### src/shared/sic_pkg.sv
package sic_pkg;

  // ----------------------------------------------------------------
  // register map (byte addresses)
  // ----------------------------------------------------------------
  localparam logic [3:0] OFS_CTRL = 4'h0;
  localparam logic [3:0] OFS_STATUS = 4'h4;
  localparam logic [3:0] OFS_MASK = 4'h8;
  localparam logic [3:0] OFS_INFO = 4'hC;

  // ----------------------------------------------------------------
  // field positions
  // ----------------------------------------------------------------
  localparam int CTRL_IF_BIT = 0;
  localparam int CTRL_SMM_EXIT_BIT = 1;
  localparam int INFO_MULT_LSB = 0;
  localparam int INFO_CODE_LSB = 4;
  localparam int INFO_RSVD_BIT = 7;
  localparam int INFO_SMM_BIT = 8;
  localparam int INFO_FPU_BIT = 9;
  localparam int INFO_RUN_BIT = 10;

  // ----------------------------------------------------------------
  // reset values and i/o ports
  // ----------------------------------------------------------------
  localparam logic RST_IF = 1'b0;
  localparam logic [2:0] RST_MASK = 3'h0;
  localparam logic [15:0] FPU_CLR_PORT_A = 16'h00F0;
  localparam logic [15:0] FPU_CLR_PORT_B = 16'h00F1;
  localparam logic [2:0] RATIO_TEST_CODE = 3'h0;

  // ----------------------------------------------------------------
  // types
  // ----------------------------------------------------------------
  typedef struct packed {
    logic sys_mgmt_state;
    logic maskable_irq_in;
    logic fpu;
  } sic_evt_t;

  typedef enum logic [3:0] {
    ST_RESET = 4'b0001,
    ST_INVAL = 4'b0010,
    ST_RUN = 4'b0100,
    ST_SMM = 4'b1000
  } sic_state_t;

  // core clock multiplier for a ratio select code
  function automatic logic [3:0] ratio_mult(input logic [2:0] code);
    logic [3:0] m;
    m = 4'h4;
    unique case (code)
      3'h1: m = 4'hA;
      3'h2: m = 4'h9;
      3'h3: m = 4'h5;
      3'h4: m = 4'h4;
      3'h5: m = 4'h6;
      3'h6: m = 4'h7;
      3'h7: m = 4'h8;
      3'h0: m = 4'h4;
    endcase
    return m;
  endfunction

endpackage

### src/verilog/sic_pin_sync.sv
`timescale 1ns/10ps
module sic_pin_sync #(
  parameter int W = 1,
  parameter logic [W-1:0] INIT = '0
) (
  input wire logic clk_sys,
  input wire logic rst_b,
  input wire logic [W-1:0] pinIn,
  output logic [W-1:0] pinOut
);

  logic [W-1:0] stage1_r;
  logic [W-1:0] stage2_r;
  logic [W-1:0] stage3_r;
  logic [W-1:0] pinOut_nxt;

  // change accepted once stages two and three agree
  always_comb begin
    pinOut_nxt = pinOut;
    for (int i = 0; i < W; i++) begin
      if (stage2_r[i] == stage3_r[i]) begin
        pinOut_nxt[i] = stage3_r[i];
      end
    end
  end

  always_ff @(posedge clk_sys or negedge rst_b) begin
    if (!rst_b) begin
      stage1_r <= INIT;
      stage2_r <= INIT;
      stage3_r <= INIT;
      pinOut <= INIT;
    end else begin
      stage1_r <= pinIn;
      stage2_r <= stage1_r;
      stage3_r <= stage2_r;
      pinOut <= pinOut_nxt;
    end
  end

endmodule

### src/verilog/sic_cache_inval.sv
`timescale 1ns/10ps
module sic_cache_inval #(
  parameter int LINES = 1024,
  parameter int IW = $clog2(LINES)
) (
  input wire logic clk_sys,
  input wire logic rst_b,
  input wire logic start,
  output logic invStrobe,
  output logic [IW-1:0] invIdx,
  output logic done
);

  localparam logic [IW-1:0] LAST = IW'(LINES - 1);

  logic busy_r;
  logic busy_nxt;
  logic [IW-1:0] idx_nxt;
  logic done_nxt;

  // one line cleared per cycle, done rises after the last
  always_comb begin
    busy_nxt = busy_r;
    idx_nxt = invIdx;
    done_nxt = done;
    if (start) begin
      busy_nxt = 1'b1;
      idx_nxt = '0;
      done_nxt = 1'b0;
    end else if (busy_r) begin
      if (invIdx == LAST) begin
        busy_nxt = 1'b0;
        done_nxt = 1'b1;
      end else begin
        idx_nxt = invIdx + 1'b1;
      end
    end
  end

  always_ff @(posedge clk_sys or negedge rst_b) begin
    if (!rst_b) begin
      busy_r <= 1'b0;
      invIdx <= '0;
      done <= 1'b0;
      invStrobe <= 1'b0;
    end else begin
      busy_r <= busy_nxt;
      invIdx <= idx_nxt;
      done <= done_nxt;
      invStrobe <= busy_nxt;
    end
  end

endmodule

### src/verilog/sic_ctrl.sv
`timescale 1ns/10ps
// Operation
// - The core multiplier follows the ratio select code: 1->10, 2->9, 3->5, 4->4, 5->6, 6->7, 7->8.
// - Reset aborts all activity and brings the core and its peripherals to a known starting state.
// - Reset marks every cache line invalid so no old cache contents survive.
// - The reset pin is asynchronous, so it is synchronised and recognised on a defined clock edge.
// - The maskable interrupt is a level; while high the core leaves its stream and enters the handler; the code ignores it in management state.
// - The maskable interrupt is ignored whenever the interrupt enable flag is clear.
// - A floating-point error drives the error interrupt output high and keeps it there until cleared.
// - An I/O write to port F0h or F1h from the handler clears the floating-point error interrupt.
// - The active-low management interrupt is a level and moves the core into management state.
module sic_ctrl #(
  parameter int CACHE_LINES = 1024,
  parameter int CIW = $clog2(CACHE_LINES)
) (
  input wire logic clk_sys,
  input wire logic rst_b,
  input wire logic [3:0] avs_address,
  input wire logic avs_read,
  input wire logic avs_write,
  input wire logic [31:0] avs_writedata,
  output logic [31:0] avs_readdata,
  output logic avs_waitrequest,
  output logic irq,
  input wire logic [2:0] coreRatioSelect,
  input wire logic maskableIrqIn,
  input wire logic sysMgmtIrqN,
  input wire logic fpuErrEvent,
  input wire logic ioWrValid,
  input wire logic [15:0] ioWrAddr,
  output logic fpuErrorIrq,
  output logic intrEntry,
  output logic sysMgmtState,
  output logic [3:0] coreMultiplier,
  output logic cpuRunning,
  output logic cacheInvStrobe,
  output logic [CIW-1:0] cacheInvIdx
);

  // ----------------------------------------------------------------
  // reset synchroniser
  // ----------------------------------------------------------------
  logic [2:0] rstSync_r;
  logic runRst;

  always_ff @(posedge clk_sys or negedge rst_b) begin
    if (!rst_b) begin
      rstSync_r <= 3'h0;
    end else begin
      rstSync_r <= {rstSync_r[1:0], 1'b1};
    end
  end
  assign runRst = rstSync_r[2];

  // ----------------------------------------------------------------
  // pin synchronisers
  // ----------------------------------------------------------------
  logic [2:0] ratioSync;
  logic intrSync;
  logic smiNSync;

  sic_pin_sync #(.W(3), .INIT(3'h4)) uRatioSync (
    .clk_sys(clk_sys),
    .rst_b(rst_b),
    .pinIn(coreRatioSelect),
    .pinOut(ratioSync)
  );

  sic_pin_sync #(.W(2), .INIT(2'b10)) uIrqSync (
    .clk_sys(clk_sys),
    .rst_b(rst_b),
    .pinIn({sysMgmtIrqN, maskableIrqIn}),
    .pinOut({smiNSync, intrSync})
  );

  // ----------------------------------------------------------------
  // cache invalidation
  // ----------------------------------------------------------------
  logic invStart;
  logic invDone;

  sic_cache_inval #(.LINES(CACHE_LINES)) uInval (
    .clk_sys(clk_sys),
    .rst_b(rst_b),
    .start(invStart),
    .invStrobe(cacheInvStrobe),
    .invIdx(cacheInvIdx),
    .done(invDone)
  );

  // ----------------------------------------------------------------
  // control state
  // ----------------------------------------------------------------
  sic_pkg::sic_state_t state_r, state_nxt;
  logic ifFlag_r, ifFlag_nxt;
  sic_pkg::sic_evt_t status_r, status_nxt;
  sic_pkg::sic_evt_t mask_r, mask_nxt;
  sic_pkg::sic_evt_t evt;
  logic [2:0] ratioCode_r, ratioCode_nxt;
  logic [3:0] coreMultiplier_nxt;
  logic fpuErrorIrq_nxt;
  logic intrEntry_nxt;
  logic sysMgmtState_nxt;
  logic cpuRunning_nxt;
  logic irq_nxt;
  logic waitreq_nxt;
  logic [31:0] rdata_nxt;
  logic busReq;
  logic busTake;
  logic wrTake;
  logic fpuClear;

  assign busReq = avs_read | avs_write;
  assign busTake = busReq & ~avs_waitrequest;
  assign wrTake = busTake & avs_write;
  assign invStart = runRst & (state_r == sic_pkg::ST_RESET);
  assign fpuClear = ioWrValid & ((ioWrAddr == sic_pkg::FPU_CLR_PORT_A) | (ioWrAddr == sic_pkg::FPU_CLR_PORT_B));

  always_comb begin
    state_nxt = state_r;
    ifFlag_nxt = ifFlag_r;
    mask_nxt = mask_r;
    ratioCode_nxt = ratioCode_r;
    evt = '0;
    intrEntry_nxt = 1'b0;
    fpuErrorIrq_nxt = fpuErrorIrq;
    waitreq_nxt = 1'b1;
    rdata_nxt = avs_readdata;
    unique case (state_r)
      sic_pkg::ST_RESET: begin
        // strap followed through reset and invalidation states, held once running
        ratioCode_nxt = ratioSync;
        state_nxt = sic_pkg::ST_INVAL;
      end
      sic_pkg::ST_INVAL: begin
        ratioCode_nxt = ratioSync;
        if (invDone) begin
          state_nxt = sic_pkg::ST_RUN;
        end
      end
      sic_pkg::ST_RUN: begin
        if (!smiNSync) begin
          state_nxt = sic_pkg::ST_SMM;
          evt.sys_mgmt_state = 1'b1;
        end else if (intrSync && ifFlag_r) begin
          intrEntry_nxt = 1'b1;
          ifFlag_nxt = 1'b0;
          evt.maskable_irq_in = 1'b1;
        end
      end
      sic_pkg::ST_SMM: begin
        if (wrTake && avs_address == sic_pkg::OFS_CTRL && avs_writedata[sic_pkg::CTRL_SMM_EXIT_BIT]) begin
          state_nxt = sic_pkg::ST_RUN;
        end
      end
      default: begin
        state_nxt = sic_pkg::ST_RESET;
      end
    endcase
    // error held until cleared, set wins
    if (fpuClear) begin
      fpuErrorIrq_nxt = 1'b0;
    end
    if (fpuErrEvent && state_r != sic_pkg::ST_RESET && state_r != sic_pkg::ST_INVAL) begin
      fpuErrorIrq_nxt = 1'b1;
      evt.fpu = 1'b1;
    end
    status_nxt = status_r | evt;
    // bus slave: one wait cycle, answer on the next
    if (busReq && avs_waitrequest && state_r != sic_pkg::ST_RESET) begin
      waitreq_nxt = 1'b0;
      rdata_nxt = '0;
      unique case (avs_address)
        sic_pkg::OFS_CTRL: rdata_nxt[sic_pkg::CTRL_IF_BIT] = ifFlag_r;
        sic_pkg::OFS_STATUS: rdata_nxt[2:0] = status_r;
        sic_pkg::OFS_MASK: rdata_nxt[2:0] = mask_r;
        sic_pkg::OFS_INFO: begin
          rdata_nxt[sic_pkg::INFO_MULT_LSB +: 4] = coreMultiplier;
          rdata_nxt[sic_pkg::INFO_CODE_LSB +: 3] = ratioCode_r;
          rdata_nxt[sic_pkg::INFO_RSVD_BIT] = (ratioCode_r == sic_pkg::RATIO_TEST_CODE);
          rdata_nxt[sic_pkg::INFO_SMM_BIT] = sysMgmtState;
          rdata_nxt[sic_pkg::INFO_FPU_BIT] = fpuErrorIrq;
          rdata_nxt[sic_pkg::INFO_RUN_BIT] = cpuRunning;
        end
        default: rdata_nxt = '0;
      endcase
    end
    if (wrTake) begin
      unique case (avs_address)
        sic_pkg::OFS_CTRL: ifFlag_nxt = avs_writedata[sic_pkg::CTRL_IF_BIT];
        sic_pkg::OFS_STATUS: status_nxt = (status_r & ~avs_writedata[2:0]) | evt;
        sic_pkg::OFS_MASK: mask_nxt = avs_writedata[2:0];
        default: ;
      endcase
    end
    coreMultiplier_nxt = sic_pkg::ratio_mult(ratioCode_nxt);
    sysMgmtState_nxt = (state_nxt == sic_pkg::ST_SMM);
    cpuRunning_nxt = (state_nxt == sic_pkg::ST_RUN) | (state_nxt == sic_pkg::ST_SMM);
    irq_nxt = |(status_nxt & mask_nxt);
    if (!runRst) begin
      state_nxt = sic_pkg::ST_RESET;
      ifFlag_nxt = sic_pkg::RST_IF;
      status_nxt = '0;
      mask_nxt = sic_pkg::RST_MASK;
      intrEntry_nxt = 1'b0;
      fpuErrorIrq_nxt = 1'b0;
      sysMgmtState_nxt = 1'b0;
      cpuRunning_nxt = 1'b0;
      irq_nxt = 1'b0;
      waitreq_nxt = 1'b1;
      rdata_nxt = '0;
    end
  end

  always_ff @(posedge clk_sys or negedge rst_b) begin
    if (!rst_b) begin
      state_r <= sic_pkg::ST_RESET;
      ifFlag_r <= sic_pkg::RST_IF;
      status_r <= '0;
      mask_r <= sic_pkg::RST_MASK;
      ratioCode_r <= 3'h4;
      coreMultiplier <= 4'h4;
      fpuErrorIrq <= 1'b0;
      intrEntry <= 1'b0;
      sysMgmtState <= 1'b0;
      cpuRunning <= 1'b0;
      irq <= 1'b0;
      avs_waitrequest <= 1'b1;
      avs_readdata <= 32'h0000_0000;
    end else begin
      state_r <= state_nxt;
      ifFlag_r <= ifFlag_nxt;
      status_r <= status_nxt;
      mask_r <= mask_nxt;
      ratioCode_r <= ratioCode_nxt;
      coreMultiplier <= coreMultiplier_nxt;
      fpuErrorIrq <= fpuErrorIrq_nxt;
      intrEntry <= intrEntry_nxt;
      sysMgmtState <= sysMgmtState_nxt;
      cpuRunning <= cpuRunning_nxt;
      irq <= irq_nxt;
      avs_waitrequest <= waitreq_nxt;
      avs_readdata <= rdata_nxt;
    end
  end
endmodule

### config.mk
export PLATFORM = sky130hd
export DESIGN_NAME = sic_ctrl
export DESIGN_NICKNAME = d
export VERILOG_FILES = /design/src/shared/sic_pkg.sv /design/src/verilog/sic_pin_sync.sv /design/src/verilog/sic_cache_inval.sv /design/src/verilog/sic_ctrl.sv
export SDC_FILE = /design/constraint.sdc
export NUM_CORES = 1
export LEC_CHECK = 0
export BUFFER_PORTS_ARGS = -buffer_cell sky130_fd_sc_hd__buf_4
export CAP_MARGIN = 20
export CORE_ASPECT_RATIO = 1.25
export CORE_MARGIN = 2
export CORE_UTILIZATION = 50
export CTS_CLUSTER_SIZE = 14
export DETAILED_ROUTE_END_ITERATION = 7
export GPL_TIMING_DRIVEN = 0
export PLACE_DENSITY = 0.89
export SLEW_MARGIN = 20
export SYNTH_ARGS = -nofsm -noshare
export SYNTH_HDL_FRONTEND = slang
export SYNTH_SLANG_ARGS = --single-unit
### constraint.sdc
create_clock -name clk_sys -period 3.05 [get_ports clk_sys]
set_input_delay 0.305 -clock clk_sys [delete_from_list [all_inputs] [get_ports clk_sys]]
set_output_delay 0.305 -clock clk_sys [all_outputs]
set_load 0.01 [all_outputs]
* Word level (Yosys, flattened, before mapping) *
Memories as Yosys holds them, arrays and structs flattened. A register that Yosys moved wholly into a read port is not among the register bits.
Index checks and enable logic that the tools add are counted.

operators by class
  $add $sub $neg = 1
  equality and inequality tests = 22
  reductions and logical operators = 16
  mux-type cells = 47
  bitwise gates (word level) = 13

operator list
  kind                                                    number
  2-to-1 mux 32 bit                                       2
  equality test 16 x 8 -> 1 bit (second input constant)   2
  2-to-1 mux 10 bit                                       3
  2-to-1 mux 1 bit                                        26
  2-to-1 mux 3 bit                                        7
  equality test 4 bit (second input constant)             4
  2-to-1 mux 4 bit                                        4
  case mux 4 bit (4 select lines)                         1
  equality test 4 x 3 -> 1 bit (second input constant)    3
  adder 10 x 1 -> 10 bit (second input constant)          1
  equality test 10 bit (second input constant)            1
  2-to-1 mux 8 bit                                        1
  logical AND 1 bit                                       7
  bitwise AND 3 bit                                       2
  bitwise OR 3 bit                                        2
  case mux 2 bit (3 select lines)                         1
  equality test 1 bit                                     5
  bitwise AND 1 bit                                       4
  equality test 4 x 1 -> 1 bit (second input constant)    1
  equality test 4 x 2 -> 1 bit (second input constant)    1
  logical NOT 4 bit                                       1
  inequality test 4 x 1 -> 1 bit (second input constant)  1
  inequality test 4 x 2 -> 1 bit (second input constant)  1
  case mux 1 bit (4 select lines)                         1
  13 further kinds                                        17

word-level totals
  input port bits = 63
  memories kept = 1
  ROM bits = 32
  flip-flop bits (word level) = 87

memory list
  memory            depth  width  rd ports  clocked after memory_dff  write ports  RTL line       text
  (name not given)  8      4      1         1                         0            sic_pkg.sv:52  unique case (code)

* Depth between registers and ports, before layout *
Gate-level depths: netlist of the first run.

  depth after elaboration = 10
  mapped depth = 8
  mapped depth without buffers = 6

* Cells and area by module *
Synthesis of the first run repeated with hierarchy kept, for this count alone.

second synthesis, totals
  cells, all modules = 261
  area total of the unflattened synthesis = 3158.0 µm²

modules (own cells, without submodules)
  module                     instances  area an instance (µm²)  cells an instance  seq. area each (µm²)
  sic_ctrl                   1          1945.6                  175                955.9
  sic_cache_inval            1          645.6                   61                 300.3
  sic_pin_sync (uRatioSync)  1          339.1                   15                 305.3
  sic_pin_sync (uIrqSync)    1          227.7                   10                 205.2

* Worst setup path before layout of the first run *
No wires, ideal clock.

  path kind = register to register
  start = register state_r[0]
  end = register coreMultiplier[1]
  buffers on the path = 2
  data required time = 2925 ps
  stages on the path, launching flop included = 9
  path slack = 905 ps
  data arrival time = 2020 ps
  cells stage by stage = dfstp_2 -> buf_6 -> xnor2_1 -> or3_1 -> buf_6 -> mux2_4 -> ha_1 -> inv_1 -> mux2_4

on the way
  word-level cells in the longest chain between the ends = 3
  elaborated cells between the ends (all ways) = 4

RTL lines
  element                                                                       RTL line         text
  from (decl)                                                                   sic_ctrl.sv:94   sic_pkg::sic_state_t state_r, state_nxt;
  from (signal assigned)                                                        sic_ctrl.sv:217  state_r <= sic_pkg::ST_RESET;
  from (signal assigned)                                                        sic_ctrl.sv:231  state_r <= state_nxt;
  equality test 4 x 1 -> 1 bit or equality test 4 x 2 -> 1 bit (tied branches)  sic_ctrl.sv:129  unique case (state_r)
  OR reduction 2 bit (no line) *                                                n/a
  2-to-1 mux 3 bit *                                                            sic_ctrl.sv:129
  named net ratioCode_nxt[1]                                                    sic_ctrl.sv:99   logic [2:0] ratioCode_r, ratioCode_nxt;
  to (decl)                                                                     sic_ctrl.sv:34   output logic [3:0] coreMultiplier,

The timed path passes the listed nets; every way through them passes the cells marked *.
A chain may end at the register's enable or synchronous reset.

* Worst setup path after layout of the first run *
Same ends and word-level chain as after synthesis.

==> results of run 1 <==
==> cell type report <==
type                       count  area, um^2
timing repair buffer          63         473
inverter                      13        48.8
clock inverter                 5        33.8
fill                         498        2160
clock buffer                  11         141
sequential                    70        1770
buffer                        34         244
multi-input combinational    175        1270
tap                           85         106
==> path summary, 6_finish.rpt <==
check,endpoint,start,cells after the start,slack [ns]
max,coreMultiplier[1],state_r[0],8,0.81
min,uIrqSync.stage1_r[0],maskableIrqIn,1,0.07
max reg2reg,coreMultiplier[1],state_r[0],8,0.81
min reg2reg,uIrqSync.stage2_r[0],uIrqSync.stage1_r[0],0,0.35
max in group asynchronous,mask_r[1],rst_b,1,2.42
min in group asynchronous,avs_readdata[6],rst_b,1,0.08
==> cell usage after synthesis (5+ instances only) <==
cell type  number
o21ai_0         8
dfstp_2        12
maj3_1          5
dfrtp_1        58
nand2_1        12
a21oi_1        10
nor2_1         12
buf_4          21
nand3_1         6
ha_1            5
a22o_1          8
mux2i_1         7
inv_1          13
buf_2           6
==> worst register-to-register path, stage by stage, from the launching register on <==
cell and delay, ns:
dfstp_2 0.53, buf_6 0.13, xnor2_1 0.06, or3_1 0.32, buf_6 0.16, mux2_4 0.33, ha_1 0.28, inv_1 0.06
mux2_4 0.27
==> flip-flops by register name (all words and copies together) (netlist names), 3 cells and up <==
signal,flops
mask_r,3
ratioCode_r,3
state_r,4
coreMultiplier,4
uRatioSync.stage1_r,3
status_r,3
uRatioSync.stage3_r,3
uRatioSync.pinOut,3
uRatioSync.stage2_r,3
avs_readdata,11
rstSync_r,3
uInval.invIdx,10
==> per-layer routing <==
layer / up-vias / global-route usage / routed length (um)
met3: 13 / 0.0404 / 450
met5: - / 0 / 0
met4: 0 / 0.0909 / 156
met1: 1176 / 0.271 / 2910
li1: 1120 / - / -
met2: 106 / 0.335 / 3400
==> per-stage QoR <==
step / worst slack [ns] / cell area (um^2) / instances / hold slack [ns]
after floorplan: 0.905 / 3330 / 292 / 0.00941
after global placement: 0.848 / 3910 / 440 / 0.332
after detailed placement: 0.807 / 3910 / 440 / 0.336
after CTS: 0.804 / 4080 / 456 / 0.0597
after global routing: 0.732 / 4080 / 456 / 0.0552
final: 0.810 / 4080 / 456 / 0.0718
==> cell families (layout without fill, tap and decap cells) <==
kind of cell             after synthesis  in the layout  synth area share
XOR/XNOR                               2              2           0.00539
other                                  2             22           0.00231
adder cells (fa/ha/maj)               10             10            0.0346
multiplexers                          15             15            0.0608
AND/OR/NAND/NOR                       75             75             0.156
buffers and inverters                 47            126            0.0900
AO/OA/AOI/OAI                         51             51             0.108
flip-flops                            70             70             0.543
==> power breakdown <==
group	internal, mW	switching [mW]	leakage, nW
clock network	0.318	0.348	0.0857
registers	1.06	0.102	0.879
logic	0.350	0.334	1.01
==> metrics.cfg, run 1 <==
[logic_synthesis]
synth.area.top_cells = dfrtp_1, dfstp_2, buf_4
synth_edf_count = 0
synth_cells = 272
synth_cell_type_count = 58
yosysSeqAreaShare = 0.543
synth_top_area_cell = dfrtp_1
synth_top_area_share = 0.446
synth_area_um2 = 3250
async_flop_share = 1.00
yosysWarnings = 0
ys_ff_latch = 70
avgSynthCellArea_um2 = 12.0
synth-main-ff-cell = dfrtp_1

[global_routing]
grt_max_degree = 71
gr-total-overflow = 0
grt_pass1_wl_um = 11800
track_usage = 0.206
grt_pass1_vias = 2399
antenna_found_initial = 0

[floorplanning]
die_area_um2 = 7170
die_h_um = 94.2
ios = 116
placementRows = 32
initial_utilization = 0.521
fp.dieW_um = 76.1
core_area_um2 = 6250

[worst_setup_path]
cp-start-kind = register
cp_cell_sequence = buf_6, xnor2_1, or3_1, buf_6, mux2_4, ha_1, inv_1, mux2_4
worstSetupEndpointType = register
cp_top_family = multiplexers
critPathKind = register to register
cpPeakStageDelay_ns = 0.53
critPathMaxFanout = 10
arrival_ns = 2.47
cp_data_required_time_ns = 3.28
critPathSlowestCell = dfstp_2
cp_num_buf_inv = 3

[timing]
finalSetupViolCount = 0
max_slew.worst_pin.slew_ns = 0.854
slew_viol_final = 0
final-hold-violation-count = 0
fin_skew_ns = 0.00781
rsz0062_at_grt = no
finalCritPeriodShare = 0.735
max_freq_ghz = 0.446
timing.setup.tns_ns = 0
slew_headroom = 0.429
fin_crit_ns = 2.24

[placed_design]
gp_congestion = 0.821
numPortBuffers = 63
dp_hpwl_um = 4950

[clocking]
cts_resized = 0
cts_sinks = 70
cts_root_buf = clkbuf_8
h-tree-depth = 3
path_clk_slew_ns = 0.07
hold_buffers = 0
cts_tree = yes
post-cts-setup-buffer-count = 0
clock_latency_ns = 0.34
clk_path_buf_depth = 2
cts_buffers = 9

[drt]
totalWireLength_um = 6910
wl_per_cell_um = 15.2
postRouteAntennaNets = 0
first_pass_iters = 4
dr_total_vias = 2415
drtIter0Drc = 197
via_per_inst = 5.30
drc = 0

[cells_and_area]
final_core_util = 0.653
layout-drive-gt1-share = 0.377
fin_nets = 434
diodes = 0
area_growth_pct = 25.5
final_cell_mix = buf_4, dfrtp_1, conb_1, inv_1
layout_commonest_cell = buf_4

[power_and_ir_drop]
total_leakage_power_nw = 1.98
finalPower_mw = 2.51
power_density_nw_per_um2 = 615
ir_drop_mv = 0.419

[min_path]
worstHoldPathType = primary input to register

[status]
outcome = finished clean

[job]
cap_violations = 0

(Power assumes the default switching activity.)
==> run 2, diff against run 1 <==
- ABC_AREA: unset -> 1
- CORE_UTILIZATION: 50 -> 45
- PLACE_DENSITY: 0.89 -> 0.85
- clock period: 3.05 -> 1.9 ns (I/O delays scaled with it)
==> run 2 against run 1 <==
Against the previous run: global-route usage shrank 2.4 points; largest power group unchanged; highest routed layer unchanged; die area rose by 12%; clock skew increased by 0.0011 ns; fmax is 36% higher; flip-flop and latch count unchanged; register-to-register slack got worse by 0.56 ns; via count up 12%; total power up 54%.
==> metrics.cfg, run 2 <==
[status]
outcome = finished clean

[clocking]
cts_resized = 0  ; unchanged
clock_latency_ns = 0.34  ; about the same
cts_tree = yes
cts_sinks = 70  ; unchanged
cts_buffers = 9  ; unchanged
path_clk_slew_ns = 0.08  ; about the same
clk_path_buf_depth = 2  ; unchanged
h-tree-depth = 3  ; unchanged
cts_root_buf = clkbuf_8

[logic_synthesis]
avgSynthCellArea_um2 = 9.06  ; -24%
synth_edf_count = 0  ; unchanged
synth_cell_type_count = 34  ; -41%
ys_ff_latch = 70  ; unchanged
synthTopCellsByCount = nand2_1, dfrtp_1, nand3_1, inv_1, nor2_1
yosysWarnings = 0  ; unchanged
synth_top_area_share = 0.439  ; -0.00743
synth_top_area_cell = dfrtp_1
yosysMostFrequentCell = nand2_1
synth_area_um2 = 3310  ; +1.7%
async_flop_share = 1.00  ; unchanged
yosysSeqAreaShare = 0.534  ; -0.00904
synth-main-ff-cell = dfrtp_1
synth.area.top_cells = dfrtp_1, dfstp_2, nand2_1
synth_cells = 365  ; +34%

[worst_setup_path]
worstSetupEndpointType = register
critPathMaxFanout = 7  ; -3
cp_data_required_time_ns = 2.18  ; -1.10 ns
critPathKind = register to register
arrival_ns = 1.93  ; -0.54 ns
cp-startpoint = state_r[0]
r2r-start = state_r[0]
cp-start-kind = register

[timing]
fin_crit_ns = 1.65  ; -0.589 ns
slew_viol_final = 0  ; unchanged
setup_ws_ns = 0.248  ; -0.561 ns
timing.setup.tns_ns = 0  ; unchanged
finalCritPeriodShare = 0.869  ; +0.135
max_freq_ghz = 0.605  ; +36%
finalSetupViolCount = 0  ; unchanged
fin_skew_ns = 0.00891  ; +0.00110 ns
rsz0062_at_grt = no
slew_headroom = 0.432  ; +0.00229
final-hold-violation-count = 0  ; unchanged
max_slew.worst_pin.slew_ns = 0.852  ; -0.00120 ns

[drt]
totalWireLength_um = 6860  ; -0.81%
dr_total_vias = 2708  ; +12%
postRouteAntennaNets = 0  ; unchanged
wl_per_cell_um = 12.2  ; -19%
first_pass_iters = 4  ; unchanged
via_per_inst = 4.83  ; -8.9%
drc = 0  ; unchanged
drtIter0Drc = 131  ; -34%

[cells_and_area]
final_cell_mix = buf_4, nand2_1, dfrtp_1, nand3_1, inv_1
layout_commonest_cell = buf_4
area_growth_pct = 29.1
fin_nets = 534  ; +23%
largest_reg_flops = 11  ; unchanged
diodes = 0  ; unchanged
finalNonFillerCells = 561  ; +23%
layout-drive-gt1-share = 0.295  ; -0.0822
max_flop_register = avs_readdata
reg.largest.list = avs_readdata: 11 flops, uInval.invIdx: 10 flops

[global_routing]
grt_pass1_vias = 2657  ; +11%
grt_pass1_wl_um = 11500  ; -2.1%
grt_max_degree = 71  ; unchanged
gr-total-overflow = 0  ; unchanged
antenna_found_initial = 0  ; unchanged
track_usage = 0.182  ; -0.0239

[floorplanning]
placementRows = 34  ; +6.3%
ios = 116  ; unchanged
core_area_um2 = 7060  ; +13%
initial_utilization = 0.468  ; -0.0523
die_h_um = 99.8  ; +6.0%
fp.dieW_um = 80.7  ; +6.0%
die_area_um2 = 8060  ; +12%

[power_and_ir_drop]
ir_drop_mv = 0.579  ; +38%
power_density_nw_per_um2 = 907  ; +48%
total_leakage_power_nw = 2.20  ; +11%

[job]
cap_violations = 0  ; unchanged

[placed_design]
gp_congestion = 0.902  ; +9.9%
dp_slack_ns = 0.257  ; -0.550 ns
dp_hpwl_um = 4930  ; -0.37%
numPortBuffers = 64  ; +1.6%
dp_cells = 539  ; +23%

[min_path]
hp-start = avs_writedata[0]
worstHoldPathType = primary input to register

## run 2: cell families (layout without fill, tap and decap cells)
family	count (synthesis)	in the layout	share of synthesized area
compound gates	33	33	0.0575
xor+xnor	4	4	0.0106
fa+ha+maj	10	10	0.0341
buf+inv	66	152	0.101
flops	70	70	0.534
other cells	2	22	0.00227
simple gates	180	180	0.260
## run 2: area by class of cell
cell class                 count  area [um^2]
buffer                        27          189
clock buffer                  11          151
clock inverter                 5         81.3
fill                         635         2790
inverter                      39          146
multi-input combinational    249         1280
sequential                    70         1770
tap                           90          113
timing repair buffer          70          541
## run 2: worst max-delay path, stage by stage, from the launching register on
cell     delay [ns]
dfstp_2        0.55
inv_1          0.07
nand3_2        0.13
nand2_4        0.10
o21ai_2        0.25
ha_1           0.31
inv_1          0.06
nand2_1        0.05
nand2_1        0.07
## run 2: stage by stage
| stage | power, mW | hold WS [ns] | util | instance area [um^2] |
|---|---|---|---|---|
| 3_5_place_dp | 2.53 | 0.299 | 0.563 | 3980 |
| 3_3_place_gp | 2.51 | 0.298 | 0.563 | 3980 |
| 6_report | 3.87 | 0.177 | 0.604 | 4270 |
| 5_1_grt | 4.09 | 0.196 | 0.604 | 4270 |
| 4_1_cts | 3.91 | 0.171 | 0.604 | 4270 |
| 2_1_floorplan | 2.22 | -0.106 | - | 3380 |
## run 2: worst paths after layout
kind | end | slack, ns | cells after the start
setup / recovery | coreMultiplier[3] | 0.25 | 8
hold / removal | ifFlag_r | 0.18 | 3
setup reg to reg | coreMultiplier[3] | 0.25 | 8
hold reg to reg | rstSync_r[1] | 0.35 | 0
max in group asynchronous | uInval.invStrobe | 0.84 | 2
min in group asynchronous | uInval.invIdx[7] | 0.48 | 2
## run 2: timing repair
| item | 4_1_cts | 5_1_grt |
|---|---|---|
| setup buffers | 0 | 0 |
| hold buffers | 6 | 0 |
| endpoints found under the hold margin | 30 | 0 |
## run 2: power by group
group / total (mW) / switching [mW] / internal, mW
Sequential: 1.79 / 0.135 / 1.66
Combinational: 0.723 / 0.401 / 0.322
Clock: 1.36 / 0.547 / 0.811
## run 2: per-layer routing
metal  global-route usage  share of wire
met5                    0              0
met4               0.0782          0.023
met3               0.0396          0.069
met2                0.322           0.51
met1                0.210           0.40
==> run 3, diff against run 2 <==
- CORE_UTILIZATION: 45 -> 50
- PLACE_DENSITY: 0.85 -> 0.89
- clock period: 1.9 -> 1.6 ns (I/O delays scaled with it)
==> run 3 against run 2 <==
Against the previous run: clock power decreased by 5%; largest power group unchanged; die area decreased by 9.6%; highest routed layer unchanged; design area increased by 3.9%; sequential share of layout area decreased by 1.5 points; utilization increased by 7.9 points; via count increased by 4.3%.
==> metrics.cfg, run 3 (same netlist as run 2, synthesis figures left out) <==
[status]
outcome = finished clean

[cells_and_area]
layout-drive-gt1-share = 0.345  ; +0.0498
largest_reg_flops = 11  ; unchanged
area_growth_pct = 34.1
final_cell_mix = buf_4, nand2_1, dfrtp_1, nand3_1, inv_1
finalNonFillerCells = 577  ; +2.9%
diodes = 0  ; unchanged
reg.largest.list = avs_readdata: 11 flops, uInval.invIdx: 10 flops
max_flop_register = avs_readdata
final_core_util = 0.684  ; +0.0795
fin_nets = 553  ; +3.6%
layout_commonest_cell = buf_4
stdcell_area_um2 = 4430  ; +3.9%

[global_routing]
busiest_layer = met2
antenna_found_initial = 0  ; unchanged
globalRouteMet2Util = 0.359  ; +0.0365
track_usage = 0.208  ; +0.0260
met1_usage = 0.244  ; +0.0348
grt_max_degree = 71  ; unchanged
grt_pass1_vias = 2690  ; +1.2%
gr-total-overflow = 0  ; unchanged
use_met3 = 0.0526  ; +0.0130
grt_pass1_wl_um = 12000  ; +3.8%

[drt]
first_pass_iters = 4  ; unchanged
postRouteAntennaNets = 0  ; unchanged
wl_per_cell_um = 13.3  ; +8.7%
totalWireLength_um = 7670  ; +12%
dr_total_vias = 2825  ; +4.3%
via_per_inst = 4.90  ; +1.4%
drc = 0  ; unchanged
drtIter0Drc = 229  ; +75%

[timing]
slew_headroom = 0.425  ; -0.00670
final-hold-violation-count = 0  ; unchanged
setup_ws_ns = 0.0253  ; -0.223 ns
fin_crit_ns = 1.57  ; -0.0770 ns
finalSetupViolCount = 0  ; unchanged
rsz0062_at_grt = yes
max_slew.worst_pin.slew_ns = 0.863  ; +0.0101 ns
max_freq_ghz = 0.635  ; +4.9%
finalCritPeriodShare = 0.984  ; +0.115
slew_viol_final = 0  ; unchanged
fin_skew_ns = 0.0137  ; +0.00481 ns

[job]
cap_violations = 0  ; unchanged

[floorplanning]
fp.dieW_um = 76.7  ; -4.9%
core_area_um2 = 6480  ; -8.2%
ios = 116  ; unchanged
placementRows = 33  ; -2.9%
die_area_um2 = 7280  ; -9.6%
initial_utilization = 0.510  ; +0.0418
die_h_um = 94.9  ; -4.9%

[placed_design]
dp_hpwl_um = 5070  ; +2.8%
gp_congestion = 0.844  ; -6.5%
numPortBuffers = 64  ; unchanged
dpl-instance-area_um2 = 3970  ; about the same
dp_slack_ns = -0.0698  ; -0.326 ns
dp_cells = 536  ; -0.56%

[clocking]
cts_tree = yes
cts_sinks = 70  ; unchanged
path_clk_slew_ns = 0.08  ; about the same
clk_path_buf_depth = 2  ; unchanged
cts_root_buf = clkbuf_8
cts_buffers = 9  ; unchanged
clock_latency_ns = 0.35  ; about the same
h-tree-depth = 3  ; unchanged

[worst_setup_path]
cp-start-kind = register
cp_data_required_time_ns = 1.90  ; -0.28 ns
critPathMaxFanout = 6  ; -1
worstSetupEndpointType = register
critPathKind = register to register
rr_worst_depth = 8  ; unchanged
arrival_ns = 1.87  ; -0.06 ns

[power_and_ir_drop]
power_density_nw_per_um2 = 1020  ; +13%
total_leakage_power_nw = 2.29  ; +3.8%
ir_drop_mv = 0.752  ; +30%

[min_path]
whs_path_depth = 3  ; unchanged
worstHoldPathType = primary input to register

run 3: metrics by stage:
stage / setup TNS (ns) / hold slack, ns / power [mW]
2_1_floorplan: 0 / -0.136 / 2.63
3_3_place_gp: 0 / 0.269 / 2.97
3_5_place_dp: -0.379 / 0.269 / 3.01
4_1_cts: 0 / 0.130 / 4.37
5_1_grt: -0.0918 / 0.147 / 4.78
6_report: 0 / 0.144 / 4.54
run 3: area by class of cell:
type                       count  area (um^2)
fill                         506         2050
clock buffer                  10          138
tap                           87          109
clock inverter                 6         45.0
inverter                      39          146
timing repair buffer          89          683
buffer                        27          189
sequential                    70         1770
multi-input combinational    249         1360
run 3: what timing repair did:
| item | 4_1_cts | 5_1_grt |
|---|---|---|
| endpoints found under the hold margin | 63 | 0 |
| setup endpoints to repair | 12 | 13 |
| resized for setup | 6 | 12 |
| pin swaps | 4 | 10 |
| hold buffers | 6 | 0 |
| buffers inserted | 4 | 15 |
run 3: path summary, 6_finish.rpt:
path / from / end / slack, ns
worst max-delay path: state_r[0] / coreMultiplier[3] / 0.03
worst min-delay path: avs_writedata[0] / ifFlag_r / 0.14
worst max register to register: state_r[0] / coreMultiplier[3] / 0.03
worst min register to register: uIrqSync.stage1_r[0] / uIrqSync.stage2_r[0] / 0.35
max in group asynchronous: rst_b / uInval.invIdx[0] / 0.52
min in group asynchronous: rst_b / uInval.invIdx[1] / 0.45
run 3: where the power goes:
part	internal [mW]	total (mW)	leakage, nW	switching (mW)
clock network	0.612	1.29	0.0966	0.678
logic	0.530	1.12	1.31	0.585
registers	1.97	2.13	0.879	0.164
run 3: worst max-delay path, stage by stage (launching register included):
cell and delay, ns:
dfstp_2 0.60, inv_2 0.07, nand3_4 0.10, nand2_8 0.09
o21ai_4 0.24, buf_4 0.16, ha_1 0.14, nand2_1 0.06
nand2_1 0.06
run 3: layer usage:
layer	wire, um	vias to the layer above
met1	2980	1322
met4	154	0
li1	-	1379
met3	503	15
met2	4020	109
met5	0	-
